$ cat src/rtl/mss_pkg.sv
// Constants, field layouts and types shared by the motor start-up sequencer.
// Assumes a single 10 MHz core clock; the tick and probe gap times are converted to cycles here, align and brake stay in ms.
package mss_pkg;

  localparam int unsigned CLK_HZ          = 10_000_000;
  localparam int unsigned TICK_MS         = 1;
  localparam int unsigned TICK_CYCLES     = CLK_HZ / 1000 * TICK_MS;
  localparam int unsigned PROBE_GAP_US    = 100;
  localparam int unsigned PROBE_GAP_CYC   = (PROBE_GAP_US * (CLK_HZ / 1_000_000));
  localparam logic [15:0] PROBE_MAX_CYC   = 16'hffff;

  // Register byte offsets
  localparam logic [7:0] ADDR_CFG0   = 8'h00;
  localparam logic [7:0] ADDR_CFG1   = 8'h04;
  localparam logic [7:0] ADDR_CFG2   = 8'h08;
  localparam logic [7:0] ADDR_CTRL   = 8'h0c;
  localparam logic [7:0] ADDR_STATUS = 8'h10;

  // CFG0 fields
  localparam int BRK_HOLD_LSB  = 0;
  localparam int BRK_CUR_LSB   = 4;
  localparam int REV_LIM_LSB   = 8;
  localparam int ALIGN_LSB     = 16;
  localparam int OL_CUR_LSB    = 20;
  // CFG1 fields
  localparam int PRB_THR_LSB   = 0;
  localparam int PRB_REL_BIT   = 4;
  localparam int PRB_GAP_LSB   = 8;
  localparam int INIT_ANG_LSB  = 12;
  // CFG2 fields
  localparam int HANDOFF_LSB   = 0;
  localparam int ACC_LIN_LSB   = 8;
  localparam int ACC_QUAD_LSB  = 12;
  // CTRL fields
  localparam int RUN_BIT       = 0;
  localparam int REVDRV_EN_BIT = 1;
  // STATUS fields
  localparam int ST_STATE_LSB  = 0;
  localparam int ST_POS_LSB    = 4;
  localparam int ST_CLOSED_BIT = 8;

  localparam logic [31:0] CFG0_RST = 32'h0000_0000;
  localparam logic [31:0] CFG1_RST = 32'h0000_0000;
  localparam logic [31:0] CFG2_RST = 32'h0000_0000;
  localparam logic [1:0]  CTRL_RST = 2'h0;

  // Base values of the coded fields; align and brake times in ms, speed limit and ramp steps unscaled
  localparam logic [12:0] ALIGN_BASE_MS = 13'h0028;
  localparam logic [12:0] BRAKE_UNIT_MS = 13'h000a;
  localparam logic [7:0]  REV_LIM_BASE  = 8'h08;
  localparam logic [23:0] ACC_LIN_BASE  = 24'h000100;
  localparam logic [23:0] ACC_QUAD_BASE = 24'h000008;

  localparam logic [2:0] SECTORS      = 3'h6;
  localparam logic [2:0] ALIGN_SECTOR = 3'h0;

  typedef struct packed {
    logic [2:0] brake_hold_time;
    logic [1:0] brake_exit_current;
    logic [1:0] reverse_speed_limit;
    logic [2:0] align_duration;
    logic [1:0] open_loop_current;
    logic [3:0] probe_current_threshold;
    logic       probe_release_select;
    logic [1:0] probe_pulse_interval;
    logic [1:0] initial_drive_angle;
    logic [4:0] closed_loop_handoff_speed;
    logic [2:0] accel_linear_coef;
    logic [2:0] accel_quadratic_coef;
    logic       reverse_drive_en;
  } mss_cfg_t;

  typedef struct packed {
    logic [2:0] hs;
    logic [2:0] ls;
  } mss_gate_t;

  // Gray-coded along idle, coast, brake, probe, gap, align, accel, closed
  typedef enum logic [3:0] {
    MSS_IDLE   = 4'h0,
    MSS_COAST  = 4'h1,
    MSS_BRAKE  = 4'h3,
    MSS_PROBE  = 4'h2,
    MSS_GAP    = 4'h6,
    MSS_ALIGN  = 4'h7,
    MSS_ACCEL  = 4'h5,
    MSS_CLOSED = 4'h4,
    MSS_REVDRV = 4'hc
  } mss_state_t;

endpackage : mss_pkg

$ cat src/rtl/mss_sequencer.sv
// Start-up sequencer of a three-phase sensorless motor driver with a Wishbone register port.
// Assumes speed-sense results arrive from same-clock logic and current comparators from pins.
//
// Local design decisions: the register addresses and the Wishbone register port.
`timescale 1ns/10ps

module mss_sequencer #(
  parameter int unsigned TICK_CYCLES = mss_pkg::TICK_CYCLES
) (
  input  wire logic        clk_i,
  input  wire logic        rst_i,
  input  wire logic        cyc_i,
  input  wire logic        stb_i,
  input  wire logic        we_i,
  input  wire logic [7:0]  adr_i,
  input  wire logic [3:0]  sel_i,
  input  wire logic [31:0] dat_i,
  output logic      [31:0] dat_o,
  output logic             ack_o,
  input  wire logic        dir_i,
  input  wire logic        cur_probe_i,
  input  wire logic        cur_brake_low_i,
  input  wire logic        speed_valid_i,
  input  wire logic        speed_reverse_i,
  input  wire logic [7:0]  speed_value_i,
  output logic      [2:0]  hs_on_o,
  output logic      [2:0]  ls_on_o,
  output logic      [1:0]  drive_level_o,
  output logic      [3:0]  probe_threshold_o,
  output logic      [1:0]  brake_threshold_o,
  output logic      [2:0]  handoff_sector_o,
  output logic             closed_loop_o
);

  mss_pkg::mss_state_t state_ff;
  mss_pkg::mss_state_t nxt_state;
  mss_pkg::mss_cfg_t   cfg_ff;
  mss_pkg::mss_gate_t  nxt_gate;

  logic [31:0] cfg0_ff;
  logic [31:0] cfg1_ff;
  logic [31:0] cfg2_ff;
  logic [1:0]  ctrl_ff;
  logic        ack_ff;
  logic [31:0] rdata_ff;

  logic [2:0]  dir_sync_ff;
  logic [1:0]  prb_sync_ff;
  logic [1:0]  brk_sync_ff;

  logic [13:0] tick_cnt_ff;
  logic        tick_ff;
  logic [12:0] ms_cnt_ff;
  logic [15:0] cyc_cnt_ff;
  logic [2:0]  probe_idx_ff;
  logic [15:0] best_time_ff;
  logic [2:0]  best_idx_ff;
  logic [2:0]  sector_ff;
  logic [23:0] speed_ff;
  logic [23:0] quad_ff;
  logic [27:0] phase_ff;
  logic [7:0]  rev_speed_ff;

  logic        wb_req;
  logic        prb_hit;
  logic        brk_low;
  logic        dir_change;
  logic [7:0]  rev_limit;
  logic [12:0] align_ms;
  logic [12:0] brake_ms;
  logic [15:0] gap_cyc;
  logic [28:0] phase_sum;
  logic        handoff;
  logic [2:0]  angle_steps;

  // Byte-lane merge for register writes
  function automatic logic [31:0] mss_merge(input logic [31:0] old_v, input logic [31:0] new_v,
                                            input logic [3:0] sel);
    logic [31:0] res;
    res = old_v;
    for (int b = 0; b < 4; b++) begin
      if (sel[b]) begin
        res[b*8 +: 8] = new_v[b*8 +: 8];
      end
    end
    return res;
  endfunction : mss_merge

  // Forward step of a 0..5 sector count
  function automatic logic [2:0] mss_wrap(input logic [3:0] s);
    logic [3:0] r;
    r = (s >= {1'b0, mss_pkg::SECTORS}) ? s - {1'b0, mss_pkg::SECTORS} : s;
    return r[2:0];
  endfunction : mss_wrap

  // Sector n energises into hi, out of lo; order VW WV UV VU WU UW (U=0, V=1, W=2)
  function automatic mss_pkg::mss_gate_t mss_pair(input logic [2:0] s);
    mss_pkg::mss_gate_t g;
    case (s)
      3'h0: g = '{hs: 3'b010, ls: 3'b100};
      3'h1: g = '{hs: 3'b100, ls: 3'b010};
      3'h2: g = '{hs: 3'b001, ls: 3'b010};
      3'h3: g = '{hs: 3'b010, ls: 3'b001};
      3'h4: g = '{hs: 3'b100, ls: 3'b001};
      3'h5: g = '{hs: 3'b001, ls: 3'b100};
      default: g = '{hs: 3'b000, ls: 3'b000};
    endcase
    return g;
  endfunction : mss_pair

  // ---------------- Wishbone slave ----------------
  assign wb_req = cyc_i & stb_i & ~ack_ff;

  always_ff @(posedge clk_i) begin
    if (rst_i) begin
      ack_ff <= 1'b0;
    end else begin
      ack_ff <= wb_req;
    end
  end

  always_ff @(posedge clk_i) begin
    if (rst_i) begin
      cfg0_ff <= mss_pkg::CFG0_RST;
      cfg1_ff <= mss_pkg::CFG1_RST;
      cfg2_ff <= mss_pkg::CFG2_RST;
      ctrl_ff <= mss_pkg::CTRL_RST;
    end else if (wb_req && we_i) begin
      case (adr_i)
        mss_pkg::ADDR_CFG0: cfg0_ff <= mss_merge(cfg0_ff, dat_i, sel_i);
        mss_pkg::ADDR_CFG1: cfg1_ff <= mss_merge(cfg1_ff, dat_i, sel_i);
        mss_pkg::ADDR_CFG2: cfg2_ff <= mss_merge(cfg2_ff, dat_i, sel_i);
        mss_pkg::ADDR_CTRL: if (sel_i[0]) ctrl_ff <= dat_i[1:0];
        default: ;
      endcase
    end
  end

  always_ff @(posedge clk_i) begin
    if (rst_i) begin
      rdata_ff <= 32'h0000_0000;
    end else if (wb_req && !we_i) begin
      case (adr_i)
        mss_pkg::ADDR_CFG0:   rdata_ff <= cfg0_ff;
        mss_pkg::ADDR_CFG1:   rdata_ff <= cfg1_ff;
        mss_pkg::ADDR_CFG2:   rdata_ff <= cfg2_ff;
        mss_pkg::ADDR_CTRL:   rdata_ff <= {30'h0, ctrl_ff};
        mss_pkg::ADDR_STATUS: rdata_ff <= {23'h0, closed_loop_o, 1'b0, best_idx_ff, state_ff};
        default:              rdata_ff <= 32'h0000_0000;
      endcase
    end
  end

  assign ack_o = ack_ff;
  assign dat_o = rdata_ff;

  // ---------------- Pin synchronisers ----------------
  always_ff @(posedge clk_i) begin
    if (rst_i) begin
      dir_sync_ff <= 3'h0;
      prb_sync_ff <= 2'h0;
      brk_sync_ff <= 2'h0;
    end else begin
      dir_sync_ff <= {dir_sync_ff[1:0], dir_i};
      prb_sync_ff <= {prb_sync_ff[0], cur_probe_i};
      brk_sync_ff <= {brk_sync_ff[0], cur_brake_low_i};
    end
  end

  assign prb_hit    = prb_sync_ff[1];
  assign brk_low    = brk_sync_ff[1];
  assign dir_change = dir_sync_ff[2] ^ dir_sync_ff[1];

  // Millisecond tick enable
  always_ff @(posedge clk_i) begin
    if (rst_i) begin
      tick_cnt_ff <= 14'h0;
      tick_ff     <= 1'b0;
    end else if (tick_cnt_ff == 14'(TICK_CYCLES - 1)) begin
      tick_cnt_ff <= 14'h0;
      tick_ff     <= 1'b1;
    end else begin
      tick_cnt_ff <= tick_cnt_ff + 14'h1;
      tick_ff     <= 1'b0;
    end
  end

  // ---------------- Frozen configuration ----------------
  // Snapshot taken while idle so a mid-start write cannot tear the attempt
  always_ff @(posedge clk_i) begin
    if (rst_i) begin
      cfg_ff <= '0;
    end else if (state_ff == mss_pkg::MSS_IDLE) begin
      cfg_ff.brake_hold_time           <= cfg0_ff[mss_pkg::BRK_HOLD_LSB +: 3];
      cfg_ff.brake_exit_current        <= cfg0_ff[mss_pkg::BRK_CUR_LSB +: 2];
      cfg_ff.reverse_speed_limit       <= cfg0_ff[mss_pkg::REV_LIM_LSB +: 2];
      cfg_ff.align_duration            <= cfg0_ff[mss_pkg::ALIGN_LSB +: 3];
      cfg_ff.open_loop_current         <= cfg0_ff[mss_pkg::OL_CUR_LSB +: 2];
      cfg_ff.probe_current_threshold   <= cfg1_ff[mss_pkg::PRB_THR_LSB +: 4];
      cfg_ff.probe_release_select      <= cfg1_ff[mss_pkg::PRB_REL_BIT];
      cfg_ff.probe_pulse_interval      <= cfg1_ff[mss_pkg::PRB_GAP_LSB +: 2];
      cfg_ff.initial_drive_angle       <= cfg1_ff[mss_pkg::INIT_ANG_LSB +: 2];
      cfg_ff.closed_loop_handoff_speed <= cfg2_ff[mss_pkg::HANDOFF_LSB +: 5];
      cfg_ff.accel_linear_coef         <= cfg2_ff[mss_pkg::ACC_LIN_LSB +: 3];
      cfg_ff.accel_quadratic_coef      <= cfg2_ff[mss_pkg::ACC_QUAD_LSB +: 3];
      cfg_ff.reverse_drive_en          <= ctrl_ff[mss_pkg::REVDRV_EN_BIT];
    end
  end

  assign rev_limit   = mss_pkg::REV_LIM_BASE << cfg_ff.reverse_speed_limit;
  assign align_ms    = mss_pkg::ALIGN_BASE_MS << cfg_ff.align_duration;
  assign brake_ms    = mss_pkg::BRAKE_UNIT_MS << cfg_ff.brake_hold_time;
  assign gap_cyc     = 16'(mss_pkg::PROBE_GAP_CYC) << cfg_ff.probe_pulse_interval;
  assign handoff     = speed_ff[23:16] >= {3'h0, cfg_ff.closed_loop_handoff_speed};
  // Advance in 60 degree sectors: 0, 1, 2 and 2 sectors for the four codes
  assign angle_steps = {2'h0, cfg_ff.initial_drive_angle[1]} +
                       {2'h0, cfg_ff.initial_drive_angle[1] | cfg_ff.initial_drive_angle[0]};
  assign phase_sum   = {1'b0, phase_ff} + {5'h0, speed_ff};

  // ---------------- Sequencer ----------------
  always_comb begin
    nxt_state = state_ff;
    case (state_ff)
      mss_pkg::MSS_IDLE: begin
        if (ctrl_ff[mss_pkg::RUN_BIT] && speed_valid_i) begin
          if (speed_value_i != 8'h00 && !speed_reverse_i) begin
            nxt_state = mss_pkg::MSS_CLOSED;
          end else if (speed_value_i != 8'h00) begin
            nxt_state = mss_pkg::MSS_COAST;
          end else if (cfg0_ff[mss_pkg::BRK_HOLD_LSB +: 3] != 3'h0) begin
            nxt_state = mss_pkg::MSS_BRAKE;
          end else if (cfg1_ff[mss_pkg::PRB_THR_LSB +: 4] != 4'h0) begin
            nxt_state = mss_pkg::MSS_PROBE;
          end else begin
            nxt_state = mss_pkg::MSS_ALIGN;
          end
        end
      end
      mss_pkg::MSS_COAST: begin
        if (speed_valid_i && speed_value_i < rev_limit) begin
          if (cfg_ff.reverse_drive_en) begin
            nxt_state = mss_pkg::MSS_REVDRV;
          end else if (cfg_ff.brake_hold_time != 3'h0) begin
            nxt_state = mss_pkg::MSS_BRAKE;
          end else if (cfg_ff.probe_current_threshold != 4'h0) begin
            nxt_state = mss_pkg::MSS_PROBE;
          end else begin
            nxt_state = mss_pkg::MSS_ALIGN;
          end
        end
      end
      mss_pkg::MSS_BRAKE: begin
        if (ms_cnt_ff >= brake_ms) begin
          nxt_state = (cfg_ff.probe_current_threshold != 4'h0) ? mss_pkg::MSS_PROBE
                                                               : mss_pkg::MSS_ALIGN;
        end
      end
      mss_pkg::MSS_PROBE: begin
        if (prb_hit || cyc_cnt_ff == mss_pkg::PROBE_MAX_CYC) begin
          nxt_state = mss_pkg::MSS_GAP;
        end
      end
      mss_pkg::MSS_GAP: begin
        if (cyc_cnt_ff >= gap_cyc) begin
          nxt_state = (probe_idx_ff == mss_pkg::SECTORS - 3'h1) ? mss_pkg::MSS_ACCEL : mss_pkg::MSS_PROBE;
        end
      end
      mss_pkg::MSS_ALIGN: begin
        if (ms_cnt_ff >= align_ms) begin
          nxt_state = mss_pkg::MSS_ACCEL;
        end
      end
      mss_pkg::MSS_REVDRV: begin
        if (speed_ff[23:16] >= rev_speed_ff) begin
          nxt_state = mss_pkg::MSS_ACCEL;
        end
      end
      mss_pkg::MSS_ACCEL: begin
        if (handoff) begin
          nxt_state = mss_pkg::MSS_CLOSED;
        end
      end
      mss_pkg::MSS_CLOSED: begin
        if (!ctrl_ff[mss_pkg::RUN_BIT]) begin
          nxt_state = mss_pkg::MSS_IDLE;
        end
      end
      default: nxt_state = mss_pkg::MSS_IDLE;
    endcase
    if (state_ff != mss_pkg::MSS_IDLE && state_ff != mss_pkg::MSS_CLOSED &&
        (dir_change || !ctrl_ff[mss_pkg::RUN_BIT])) begin
      nxt_state = mss_pkg::MSS_IDLE;
    end
  end

  always_ff @(posedge clk_i) begin
    if (rst_i) begin
      state_ff <= mss_pkg::MSS_IDLE;
    end else begin
      state_ff <= nxt_state;
    end
  end

  // Millisecond timer for align and brake; brake restarts it while current is high
  always_ff @(posedge clk_i) begin
    if (rst_i) begin
      ms_cnt_ff <= 13'h0;
    end else if (nxt_state != state_ff) begin
      ms_cnt_ff <= 13'h0;
    end else if (state_ff == mss_pkg::MSS_BRAKE && !brk_low) begin
      ms_cnt_ff <= 13'h0;
    end else if (tick_ff && ms_cnt_ff != 13'h1fff) begin
      ms_cnt_ff <= ms_cnt_ff + 13'h1;
    end
  end

  // Probe timing: count from voltage on, keep the shortest
  always_ff @(posedge clk_i) begin
    if (rst_i) begin
      cyc_cnt_ff <= 16'h0;
    end else if (nxt_state != state_ff) begin
      cyc_cnt_ff <= 16'h0;
    end else if (cyc_cnt_ff != mss_pkg::PROBE_MAX_CYC) begin
      cyc_cnt_ff <= cyc_cnt_ff + 16'h1;
    end
  end

  always_ff @(posedge clk_i) begin
    if (rst_i) begin
      probe_idx_ff <= 3'h0;
      best_time_ff <= mss_pkg::PROBE_MAX_CYC;
      best_idx_ff  <= 3'h0;
    end else if (state_ff == mss_pkg::MSS_IDLE) begin
      probe_idx_ff <= 3'h0;
      best_time_ff <= mss_pkg::PROBE_MAX_CYC;
      best_idx_ff  <= 3'h0;
    end else if (state_ff == mss_pkg::MSS_PROBE && nxt_state == mss_pkg::MSS_GAP) begin
      if (cyc_cnt_ff < best_time_ff) begin
        best_time_ff <= cyc_cnt_ff;
        best_idx_ff  <= probe_idx_ff;
      end
    end else if (state_ff == mss_pkg::MSS_GAP && nxt_state == mss_pkg::MSS_PROBE) begin
      probe_idx_ff <= probe_idx_ff + 3'h1;
    end
  end

  // Open-loop ramp: speed grows by the linear step plus a growing quadratic term
  always_ff @(posedge clk_i) begin
    if (rst_i) begin
      speed_ff     <= 24'h0;
      quad_ff      <= 24'h0;
      rev_speed_ff <= 8'h0;
    end else if (state_ff == mss_pkg::MSS_IDLE) begin
      speed_ff     <= 24'h0;
      quad_ff      <= 24'h0;
      rev_speed_ff <= speed_value_i;
    end else if (state_ff == mss_pkg::MSS_COAST) begin
      rev_speed_ff <= speed_value_i;
    end else if (tick_ff && (state_ff == mss_pkg::MSS_ACCEL || state_ff == mss_pkg::MSS_REVDRV)) begin
      quad_ff  <= quad_ff + (mss_pkg::ACC_QUAD_BASE << cfg_ff.accel_quadratic_coef);
      speed_ff <= speed_ff + (mss_pkg::ACC_LIN_BASE << cfg_ff.accel_linear_coef) + quad_ff;
    end
  end

  // Commutation sector: set by align or probing, stepped blindly in open loop
  always_ff @(posedge clk_i) begin
    if (rst_i) begin
      sector_ff <= mss_pkg::ALIGN_SECTOR;
      phase_ff  <= 28'h0;
    end else if (state_ff == mss_pkg::MSS_IDLE || state_ff == mss_pkg::MSS_ALIGN) begin
      sector_ff <= mss_pkg::ALIGN_SECTOR;
      phase_ff  <= 28'h0;
    end else if (state_ff == mss_pkg::MSS_GAP && nxt_state == mss_pkg::MSS_ACCEL) begin
      sector_ff <= mss_wrap({1'b0, best_idx_ff} + {1'b0, angle_steps});
    end else if (state_ff == mss_pkg::MSS_ACCEL || state_ff == mss_pkg::MSS_REVDRV) begin
      phase_ff <= phase_sum[27:0];
      if (phase_sum[28]) begin
        sector_ff <= mss_wrap({1'b0, sector_ff} + 4'h1);
      end
    end
  end

  // ---------------- Power switch drive ----------------
  always_comb begin
    nxt_gate = '{hs: 3'b000, ls: 3'b000};
    case (state_ff)
      mss_pkg::MSS_BRAKE: nxt_gate = '{hs: 3'b000, ls: 3'b111};
      mss_pkg::MSS_ALIGN: nxt_gate = mss_pair(mss_pkg::ALIGN_SECTOR);
      mss_pkg::MSS_PROBE: nxt_gate = mss_pair(probe_idx_ff);
      mss_pkg::MSS_GAP: begin
        if (!cfg_ff.probe_release_select) begin
          nxt_gate    = mss_pair(probe_idx_ff);
          nxt_gate.hs = 3'b000;
        end else begin
          nxt_gate = '{hs: 3'b000, ls: 3'b000};
        end
      end
      mss_pkg::MSS_ACCEL,
      mss_pkg::MSS_REVDRV: nxt_gate = mss_pair(sector_ff);
      default: nxt_gate = '{hs: 3'b000, ls: 3'b000};
    endcase
    if (nxt_state == mss_pkg::MSS_IDLE) begin
      nxt_gate = '{hs: 3'b000, ls: 3'b000};
    end
  end

  always_ff @(posedge clk_i) begin
    if (rst_i) begin
      hs_on_o          <= 3'h0;
      ls_on_o          <= 3'h0;
      drive_level_o    <= 2'h0;
      closed_loop_o    <= 1'b0;
      handoff_sector_o <= 3'h0;
    end else begin
      hs_on_o       <= nxt_gate.hs;
      ls_on_o       <= nxt_gate.ls;
      // Follows the state like the switch drive, so it rises on the same edge that releases the switches
      closed_loop_o <= (state_ff == mss_pkg::MSS_CLOSED);
      handoff_sector_o <= sector_ff;
      if ((state_ff == mss_pkg::MSS_ALIGN || state_ff == mss_pkg::MSS_ACCEL ||
           state_ff == mss_pkg::MSS_REVDRV) && nxt_state != mss_pkg::MSS_IDLE) begin
        drive_level_o <= cfg_ff.open_loop_current;
      end else begin
        drive_level_o <= 2'h0;
      end
    end
  end

  assign probe_threshold_o = cfg_ff.probe_current_threshold;
  assign brake_threshold_o = cfg_ff.brake_exit_current;

endmodule : mss_sequencer

$ cat config.mk
export PLATFORM = sky130hd
export DESIGN_NAME = mss_sequencer
export DESIGN_NICKNAME = d
export VERILOG_FILES = /design/src/rtl/mss_pkg.sv /design/src/rtl/mss_sequencer.sv
export SDC_FILE = /design/constraint.sdc
export NUM_CORES = 1
export LEC_CHECK = 0
export BUFFER_PORTS_ARGS = -buffer_cell sky130_fd_sc_hd__clkbuf_2
export CAP_MARGIN = 5
export CORE_MARGIN = 8
export CORE_UTILIZATION = 50
export DETAILED_ROUTE_END_ITERATION = 16
export HOLD_SLACK_MARGIN = 0.1
export PLACE_DENSITY = 0.68
export REMOVE_ABC_BUFFERS = 1
export SYNTH_ARGS = -nofsm -noshare
export SYNTH_HDL_FRONTEND = slang
export SYNTH_SLANG_ARGS = --single-unit
$ cat constraint.sdc
create_clock -name clk_i -period 3.98 [get_ports clk_i]
set_clock_uncertainty 0.1 [all_clocks]
set_input_delay 0.995 -clock clk_i [delete_from_list [all_inputs] [get_ports clk_i]]
set_output_delay 0.995 -clock clk_i [all_outputs]
set_load 0.1 [all_outputs]
==> reports/metrics.yaml, run 1 <==
track_usage_pct: 22.0
clockPowerShare_pct: 50.0
grt_pass1_wl_mm: 77.2
slew_headroom_pct: 32.4
p_int_mw: 5.47
crit_type: "register to register"
yosysSeqAreaShare_pct: 36.6
ys_async_sr_fraction_pct: 0
grt_setup_unrepaired: "no"
startpoint_type: "register"
multi_input_area_mm2: 0.0107
power.total_mw: 7.04
post_synth_main_area_contributors: "dfxtp_1 37%, ha_1 9.6%, mux2i_1 7.2%"
areaGrowthSynthToFinish_pct: 12.0
crit_fanout: 9
slowest_delay_ns: 0.46
synth-edff-count: 0
start_util_pct: 50.2
drc: 0
worstSkewPairLatency_ns: 0.56
h-tree-depth: 2
worstPathRequired_ns: 4.31
first_pass_iters: 6
hpwl_mm: 33.9
fmax_mhz: 270
combPwrFrac_pct: 2.3
mostFrequentLayoutCell: "dfxtp_1"
yosys.area.top_type: "dfxtp_1"
p_sw_mw: 1.56
maxCapViolCount: 0
synth_area_mm2: 0.0182
drt_iter0_markers: 1142
num_rows: 70
ys_warn_count: 0
antenna_found_initial: 3
wl_per_cell_um: 17.2
routabilityCongestion: 0.900
slew_viol_final: 0
worst_pin_slew_ns: 1.01
hold_slack_ns: 0.329
root_buffer: "clkbuf_16"
pre_cts_ws_ns: 0.197
clkSinkCount: 333
mostFrequentLayoutCells: "333 x dfxtp_1, 308 x nor2_1, 241 x nand2_1"
n_fill_cell: 3295
slowest_stage: "fa_1"
final.setup.worst_slack_ns: 0.270
p_per_area_mw_per_mm2: 345
post-route-min-period_ns: 3.71
post-route-util_pct: 56.2
chipHeight_um: 207
grt_pass1_vias: 15300
end_kind: "register"
port_buffers: 112
cp_cell_sequence: "nor3b_1 -> fa_1 -> ha_1 -> o211ai_1 -> a211oi_1 -> o31ai_1 -> a211oi_1 -> o41ai_2 -> o21a_1 -> xor2_1 -> a31o_1"
hold_class: "register to register"
fin_tns_setup_ns: 0
antenna_left: 0
p_leak_nw: 8.09
numCtsBuffers: 38
wirelength_mm: 46.7
post_cts_buffers: 0
power_switching_share_pct: 22.2
clk_pin_slew_worst_paths_ns: 0.06
dr_total_vias: 15400
vdd_drop_max_uv: 344
dieArea_mm2: 0.0428
fin_crit_sh_pct: 93.2
grt_max_degree: 99
nets: 2436
pwr-share-seq_pct: 47.7
finalHoldViolations: 0
coreArea_mm2: 0.0363
cp_common_cell: "a211oi_1"
yosysTopAreaCellShare_pct: 36.6
regArea_mm2: 0.00667
outcome: "completed"
io_pins: 113
synth_cell_types: 85
synth-seq-cells: 333
die_w_um: 207
ys.flop_type: "dfxtp_1"
syn_avg_cell_area_um2: 8.45
postSynthCellCount: 2153
cp.arrival_ns: 4.05
cts_tree: "done"
cts_buffer_depth: 3
viasPerCell: 5.66
drive_gt1_share_pct: 11.3
grt-ovfl-total: 0
setup_violations: 0
## area by class of cell
| class | count | share of cell area [%] |
|---|---|---|
| multi-input cells | 1626 | 52.7 |
| flip-flops and latches | 333 | 32.7 |
| clock buffers | 50 | 5.18 |
| repair buffers | 139 | 3.96 |
| well taps | 468 | 2.87 |
| inverters | 86 | 1.58 |
| clock inverters | 16 | 0.933 |
| diodes | 2 | 0.0246 |
## critical path: cells and delay by family, from the launching register on
| kind | cells | cell delay [ns] |
|---|---|---|
| AND/OR/NAND/NOR | 1 | 0.27 |
| flip-flops | 1 | 0.45 |
| XOR/XNOR | 1 | 0.08 |
| AO/OA/AOI/OAI | 7 | 1.86 |
| adder cells (fa/ha/maj) | 2 | 0.85 |
## timing repair
item	4_1_cts	5_1_grt
endpoints found under the hold margin	0	0
resized for setup	0	2
setup endpoints to repair	0	2
hold buffers	0	0
## per-layer routing
| layer | wire length (um) | track usage (%) | share of wire (%) | vias up |
|---|---|---|---|---|
| li1 | - | - | - | 7681 |
| met1 | 21500 | 28.2 | 46 | 7255 |
| met2 | 21200 | 36.4 | 45 | 389 |
| met3 | 2790 | 4.46 | 6.0 | 70 |
| met4 | 1240 | 7.68 | 2.6 | 2 |
| met5 | 10 | 0 | 0.021 | - |
## cell families after synthesis
kind of cell / count (synthesis) / share of synthesized area (%)
simple gates: 833 / 21.6
compound gates: 417 / 14.6
flops: 333 / 36.6
buf+inv: 195 / 4.50
fa+ha+maj: 150 / 10.8
mux: 141 / 7.85
xor+xnor: 83 / 4.00
other cells: 1 / 0.0206
## state kept, by name, summed over array words and instances, names as in the netlist, 4 cells and up
| signal | flops |
|---|---|
| cfg0_ff | 32 |
| cfg_ff | 27 |
| best_time_ff | 16 |
| cfg1_ff | 32 |
| dat_o | 32 |
| ms_cnt_ff | 13 |
| phase_ff | 26 |
| quad_ff | 21 |
| state_ff | 4 |
| speed_ff | 22 |
| cyc_cnt_ff | 16 |
| rev_speed_ff | 8 |
| tick_cnt_ff | 14 |
| cfg2_ff | 32 |
| probe_threshold_o | 4 |
## power by group through the flow
stage               clock network [mW]  registers [mW]  logic [mW]
floorplan                            0            3.43      0.0514
global placement                     0            3.43       0.157
detailed placement                   0            3.43       0.161
CTS                               3.57            3.36       0.162
global route                      3.72            3.36       0.177
finish                            3.52            3.36       0.162
## cell usage after synthesis (6+ instances only)
| cell type | count |
|---|---|
| nor3_1 | 41 |
| a21oi_1 | 189 |
| o21a_1 | 11 |
| a31oi_1 | 12 |
| buf_2 | 6 |
| a21o_1 | 25 |
| o31ai_1 | 6 |
| fa_1 | 11 |
| nand2_1 | 241 |
| nand3b_1 | 9 |
| xor2_1 | 33 |
| a222oi_1 | 30 |
| o21bai_1 | 6 |
| nor2b_1 | 20 |
| o211ai_1 | 10 |
| o21ai_0 | 52 |
| nor3b_1 | 9 |
| xnor2_1 | 50 |
| nand3_1 | 48 |
| mux2_2 | 10 |
| and3_1 | 23 |
| nor2_2 | 9 |
| dfxtp_1 | 333 |
| a211oi_1 | 19 |
| inv_1 | 85 |
| or3_1 | 18 |
| mux2i_1 | 130 |
| nand4_1 | 19 |
| o21ai_1 | 8 |
| nand4b_1 | 6 |
| and3b_1 | 7 |
| buf_4 | 10 |
| ha_1 | 139 |
| or2_2 | 8 |
| nor2_1 | 309 |
| nand2b_1 | 21 |
| and2_1 | 9 |
| clkbuf_1 | 84 |
## stage by stage
stage | instance area, um^2 | std cells
after floorplan | 17700 | 2045
after global placement | 19100 | 2652
after detailed placement | 19100 | 2652
after CTS | 20400 | 2718
after global routing | 20400 | 2718
final | 20400 | 2720
## final timing paths
kind | start | slack (ns) | endpoint | depth (start not counted)
max | cfg_ff[5]$_SDFFE_PP0P_ | 0.27 | speed_ff[23]$_SDFFE_PP0P_ | 11
min | cfg_ff[21]$_SDFFE_PP0P_ | 0.33 | drive_level_o[0]$_SDFF_PP0_ | 2
max reg2reg | cfg_ff[5]$_SDFFE_PP0P_ | 0.27 | speed_ff[23]$_SDFFE_PP0P_ | 11
min reg2reg | cfg_ff[21]$_SDFFE_PP0P_ | 0.33 | drive_level_o[0]$_SDFF_PP0_ | 2
Note: power is estimated with default switching activity, not from simulation.
==> run 2: changes to the inputs <==
Settings changed: SLEW_MARGIN set to 20.
Clock period 3.98 ns to 3.5 ns, I/O delays scaled along.
==> reports/metrics.yaml, run 2 (synthesized netlist as in run 1, its figures left out) <==
wl_per_cell_um: 16.9  # -1.6%
setup_violations: 0  # unchanged
finish.instance_area_mm2: 0.0207  # +1.7%
dr_total_vias: 15400  # +0.32%
nets: 2469  # +1.4%
cp.arrival_ns: 3.73  # -0.32 ns
io_pins: 113  # unchanged
p_per_area_mw_per_mm2: 393  # +14%
first_pass_iters: 8  # +2
vdd_drop_max_uv: 381  # +11%
slew_viol_final: 0  # unchanged
cp_cell_sequence: "nor3_1 -> fa_1 -> ha_1 -> inv_1 -> nor3_1 -> o31ai_2 -> a211oi_2 -> o41ai_2 -> buf_4 -> o21a_1 -> o2111a_1 -> a31o_1"
drive_gt1_share_pct: 13.3  # +1.9 points
areaGrowthSynthToFinish_pct: 13.9
viasPerCell: 5.61  # -0.92%
end_kind: "register"
maxCapViolCount: 0  # unchanged
post_cts_buffers: 0  # unchanged
fin_crit_sh_pct: 97.0  # +3.8 points
cts_buffer_depth: 3  # unchanged
outcome: "completed"
hold_class: "register to register"
mostFrequentLayoutCells: "330 x dfxtp_1, 308 x nor2_1, 241 x nand2_1"
p_leak_nw: 8.29  # +2.5%
fmax_mhz: 295  # +9.3%
grt_setup_unrepaired: "no"
grt_pass1_wl_mm: 77.1  # -0.16%
rrSetupSlack_ns: 0.10  # -0.16 ns
h-tree-depth: 2  # unchanged
coreArea_mm2: 0.0363  # unchanged
slowest_stage: "fa_1"
chipHeight_um: 207  # unchanged
routabilityCongestion: 0.899  # -0.13%
cp_common_cell: "nor3_1"
cts_hold_buf: 0  # unchanged
post-route-util_pct: 57.2  # +0.98 points
numCtsBuffers: 38  # unchanged
drc: 0  # unchanged
worst_pin_slew_ns: 1.04  # +0.0287 ns
startpoint_type: "register"
dpl_cell_area_mm2: 0.0194  # +1.4%
worstPathRequired_ns: 3.84  # -0.47 ns
slowest_delay_ns: 0.48  # +0.02 ns
grt-ovfl-total: 0  # unchanged
hold_slack_ns: 0.339  # +0.00978 ns
slew_headroom_pct: 30.0  # -2.4 points
crit_type: "register to register"
worst-path-buf-inv: 2  # +2
clkSinkCount: 333  # unchanged
finalHoldViolations: 0  # unchanged
clk_pin_slew_worst_paths_ns: 0.06  # about the same
drt_iter0_markers: 965  # -15%
crit_fanout: 5  # -4
antenna_left: 0  # unchanged
grt_max_degree: 73  # -26%
hpwl_mm: 34.0  # +0.22%
track_usage_pct: 21.9  # -0.068 points
post-route-min-period_ns: 3.40  # -0.315 ns
path_delay_family: "compound AO/OA/AOI/OAI gates"
fin_tns_setup_ns: 0  # unchanged
grt_pass1_vias: 15100  # -1.5%
die_w_um: 207  # unchanged
cts_tree: "done"
power.total_mw: 8.14  # +16%
root_buffer: "clkbuf_16"
dieArea_mm2: 0.0428  # unchanged
antenna_found_initial: 3  # unchanged
wirelength_mm: 46.5  # -0.41%
port_buffers: 112  # unchanged
mostFrequentLayoutCell: "dfxtp_1"
num_rows: 70  # unchanged
worstSkewPairLatency_ns: 0.56  # about the same
start_util_pct: 50.2  # unchanged
## run 2: through the flow
stage	setup slack, ns	cells
3_5_place_dp	-0.0102	2685
5_1_grt	0.0149	2754
2_1_floorplan	-0.536	2045
4_1_cts	0.0348	2753
6_report	0.105	2754
3_3_place_gp	0.0233	2685
## run 2: power by group
group	switching, mW	leakage (nW)	internal, mW	total (mW)
sequential	0.0105	2.69	3.81	3.82
clock	1.64	0.646	2.49	4.13
combinational	0.127	4.96	0.0641	0.191
## run 2: path summary, 6_finish.rpt
check,startpoint,end,depth (start not counted)
max,cfg_ff[6]$_SDFFE_PP0P_,speed_ff[23]$_SDFFE_PP0P_,12
min reg2reg,cfg_ff[22]$_SDFFE_PP0P_,drive_level_o[1]$_SDFF_PP0_,2
max reg2reg,cfg_ff[6]$_SDFFE_PP0P_,speed_ff[23]$_SDFFE_PP0P_,12
min,cfg_ff[22]$_SDFFE_PP0P_,drive_level_o[1]$_SDFF_PP0_,2
## run 2: area by class of cell
class	instances	area [um^2]
fill	3244	15500
multi-input combinational	1626	10800
sequential	333	6670
clock buffer	51	1090
timing repair buffer	172	1070
tap	468	586
inverter	86	323
clock inverter	17	210
antenna	1	2.50
## run 2: what timing repair did
item / in CTS / in global routing
cloned: 0 / 0
pin swaps: 0 / 2
gates resized for setup: 1 / 13
setup endpoints to repair: 1 / 14
## run 2: routing by layer
layer / share of wire (%) / routed length (um) / up-vias / global-route usage (%)
met5: 0.047 / 22 / - / 0
met2: 46 / 21500 / 377 / 36.0
met4: 1.7 / 785 / 4 / 6.33
li1: - / - / 7734 / -
met3: 5.9 / 2730 / 57 / 4.43
met1: 46 / 21500 / 7274 / 28.8
## run 2: worst min-delay path, delay by kind of cell, from the launching register on
| kind | cells | cell delay, ns |
|---|---|---|
| flops | 1 | 0.31 |
| simple gates | 2 | 0.09 |
==> run 3: changes to the inputs <==
Settings changed: GPL_TIMING_DRIVEN set to 0.
Clock period 3.5 ns to 3.8 ns, I/O delays scaled along.
==> reports/metrics.yaml, run 3 (synthesized netlist as in run 1, its figures left out) <==
outcome: "completed"
root_buffer: "clkbuf_16"
hold_class: "register to register"
die_w_um: 207  # unchanged
crit_type: "register to register"
areaGrowthSynthToFinish_pct: 11.5
mostFrequentLayoutCell: "dfxtp_1"
grt_pass1_wl_mm: 73.9  # -4.1%
slew_headroom_pct: 33.0  # +3.0 points
fmax_mhz: 279  # -5.2%
track_usage_pct: 20.8  # -1.1 points
start_util_pct: 50.2  # unchanged
p_per_area_mw_per_mm2: 352  # -10%
wirelength_mm: 44.8  # -3.7%
slew_viol_final: 0  # unchanged
drt_iter0_markers: 947  # -1.9%
crit_fanout: 9  # +4
p_leak_nw: 8.00  # -3.6%
cp.arrival_ns: 3.94  # +0.21 ns
port_buffers: 112  # unchanged
finalHoldViolations: 0  # unchanged
num_rows: 70  # unchanged
antenna_found_initial: 8  # +5
cts_tree: "done"
worst_pin_slew_ns: 1.00  # -0.0378 ns
post-route-min-period_ns: 3.58  # +0.186 ns
first_pass_iters: 5  # -3
maxCapViolCount: 0  # unchanged
worstPathRequired_ns: 4.16  # +0.32 ns
coreArea_mm2: 0.0363  # unchanged
post-route-util_pct: 55.9  # -1.2 points
cts_buffer_depth: 3  # unchanged
dpl_cell_area_mm2: 0.0191  # -1.5%
cts_hold_buf: 0  # unchanged
viasPerCell: 5.64  # +0.60%
routabilityCongestion: 0.878  # -2.3%
hpwl_mm: 32.5  # -4.6%
nets: 2419  # -2.0%
mostFrequentLayoutCells: "333 x dfxtp_1, 307 x nor2_1, 239 x nand2_1"
h-tree-depth: 2  # unchanged
worstSkewPairLatency_ns: 0.55  # about the same
grt_pass1_vias: 14900  # -1.1%
antenna_left: 0  # unchanged
dr_total_vias: 15200  # -1.3%
drive_gt1_share_pct: 11.0  # -2.2 points
clkSinkCount: 333  # unchanged
vdd_drop_max_uv: 346  # -9.3%
clk_pin_slew_worst_paths_ns: 0.06  # about the same
fin_crit_sh_pct: 94.2  # -2.8 points
setup_violations: 0  # unchanged
grt_max_degree: 111  # +52%
n_fill_cell: 3359  # +3.5%
finish.instance_area_mm2: 0.0203  # -2.2%
numCtsBuffers: 37  # -2.6%
final_cell_count_no_fill: 2702  # -1.9%
power.total_mw: 7.15  # -12%
io_pins: 113  # unchanged
dieArea_mm2: 0.0428  # unchanged
dp.cells: 2636  # -1.8%
chipHeight_um: 207  # unchanged
end_kind: "register"
wl_per_cell_um: 16.6  # -1.9%
grt-ovfl-total: 0  # unchanged
drc: 0  # unchanged
startpoint_type: "register"
[run 3: cell types whose count changed in the layout (fill, tap and decap cells not counted), sizes merged]
cell,delta
bufinv,-3
buf,-50
clkinvlp,+1
inv,+1
clkinv,-4
clkbuf,+3
[run 3: final timing paths]
| kind | startpoint | end | slack, ns | cells after the start |
|---|---|---|---|---|
| setup reg to reg | cfg_ff[5]$_SDFFE_PP0P_ | speed_ff[17]$_SDFFE_PP0P_ | 0.22 | 11 |
| hold reg to reg | cfg_ff[21]$_SDFFE_PP0P_ | drive_level_o[0]$_SDFF_PP0_ | 0.34 | 2 |
| setup / recovery | cfg_ff[5]$_SDFFE_PP0P_ | speed_ff[17]$_SDFFE_PP0P_ | 0.22 | 11 |
| hold / removal | cfg_ff[21]$_SDFFE_PP0P_ | drive_level_o[0]$_SDFF_PP0_ | 0.34 | 2 |
[run 3: metrics by stage]
stage                     hold slack [ns]  setup TNS, ns  setup slack [ns]
after CTS                           0.339              0             0.127
after detailed placement            0.327         -0.677           -0.0912
after floorplan                     0.314          -4.47            -0.236
after global placement              0.318        -298.37             -2.29
final                               0.341              0             0.219
after global routing                0.351       -0.00696          -0.00696
[run 3: repair_timing]
action	4_1_cts	5_1_grt
cloned	0	0
setup buffers	0	0
endpoints found under the setup margin	7	3
resized for setup	2	3
pin swaps	0	1
[run 3: metal layers]
metal,track usage [%],vias to the layer above,wire (um)
met5,0,-,94
li1,-,7656,-
met1,26.0,7171,20200
met2,35.5,338,21000
met3,4.99,66,2560
met4,5.79,14,952
[run 3: report_power, final]
group          internal (mW)  total, mW  switching, mW
Sequential              3.51       3.52         0.0108
Combinational         0.0557      0.166          0.111
Clock                   2.01       3.46           1.45
Total                   5.58       7.15           1.57
[run 3: area by class of cell]
| class | instances | area [um^2] | area share, % |
|---|---|---|---|
| clock buffer | 53 | 1060 | 5.21 |
| antenna | 1 | 2.50 | 0.0123 |
| timing repair buffer | 123 | 753 | 3.71 |
| inverter | 86 | 323 | 1.59 |
| tap | 468 | 586 | 2.89 |
| sequential | 333 | 6670 | 32.9 |
| clock inverter | 12 | 113 | 0.555 |
| multi-input combinational | 1626 | 10800 | 53.2 |
[run 3: worst max-delay path, cell delays in order, from the launching register on]
cell       delay, ns
dfxtp_1         0.48
nor3b_2         0.26
fa_1            0.44
ha_1            0.39
o211ai_1        0.24
a211oi_1        0.09
o31ai_2         0.38
and2_1          0.24
o21ai_0         0.11
a2111oi_0       0.50
a41oi_1         0.09
a31oi_1         0.18
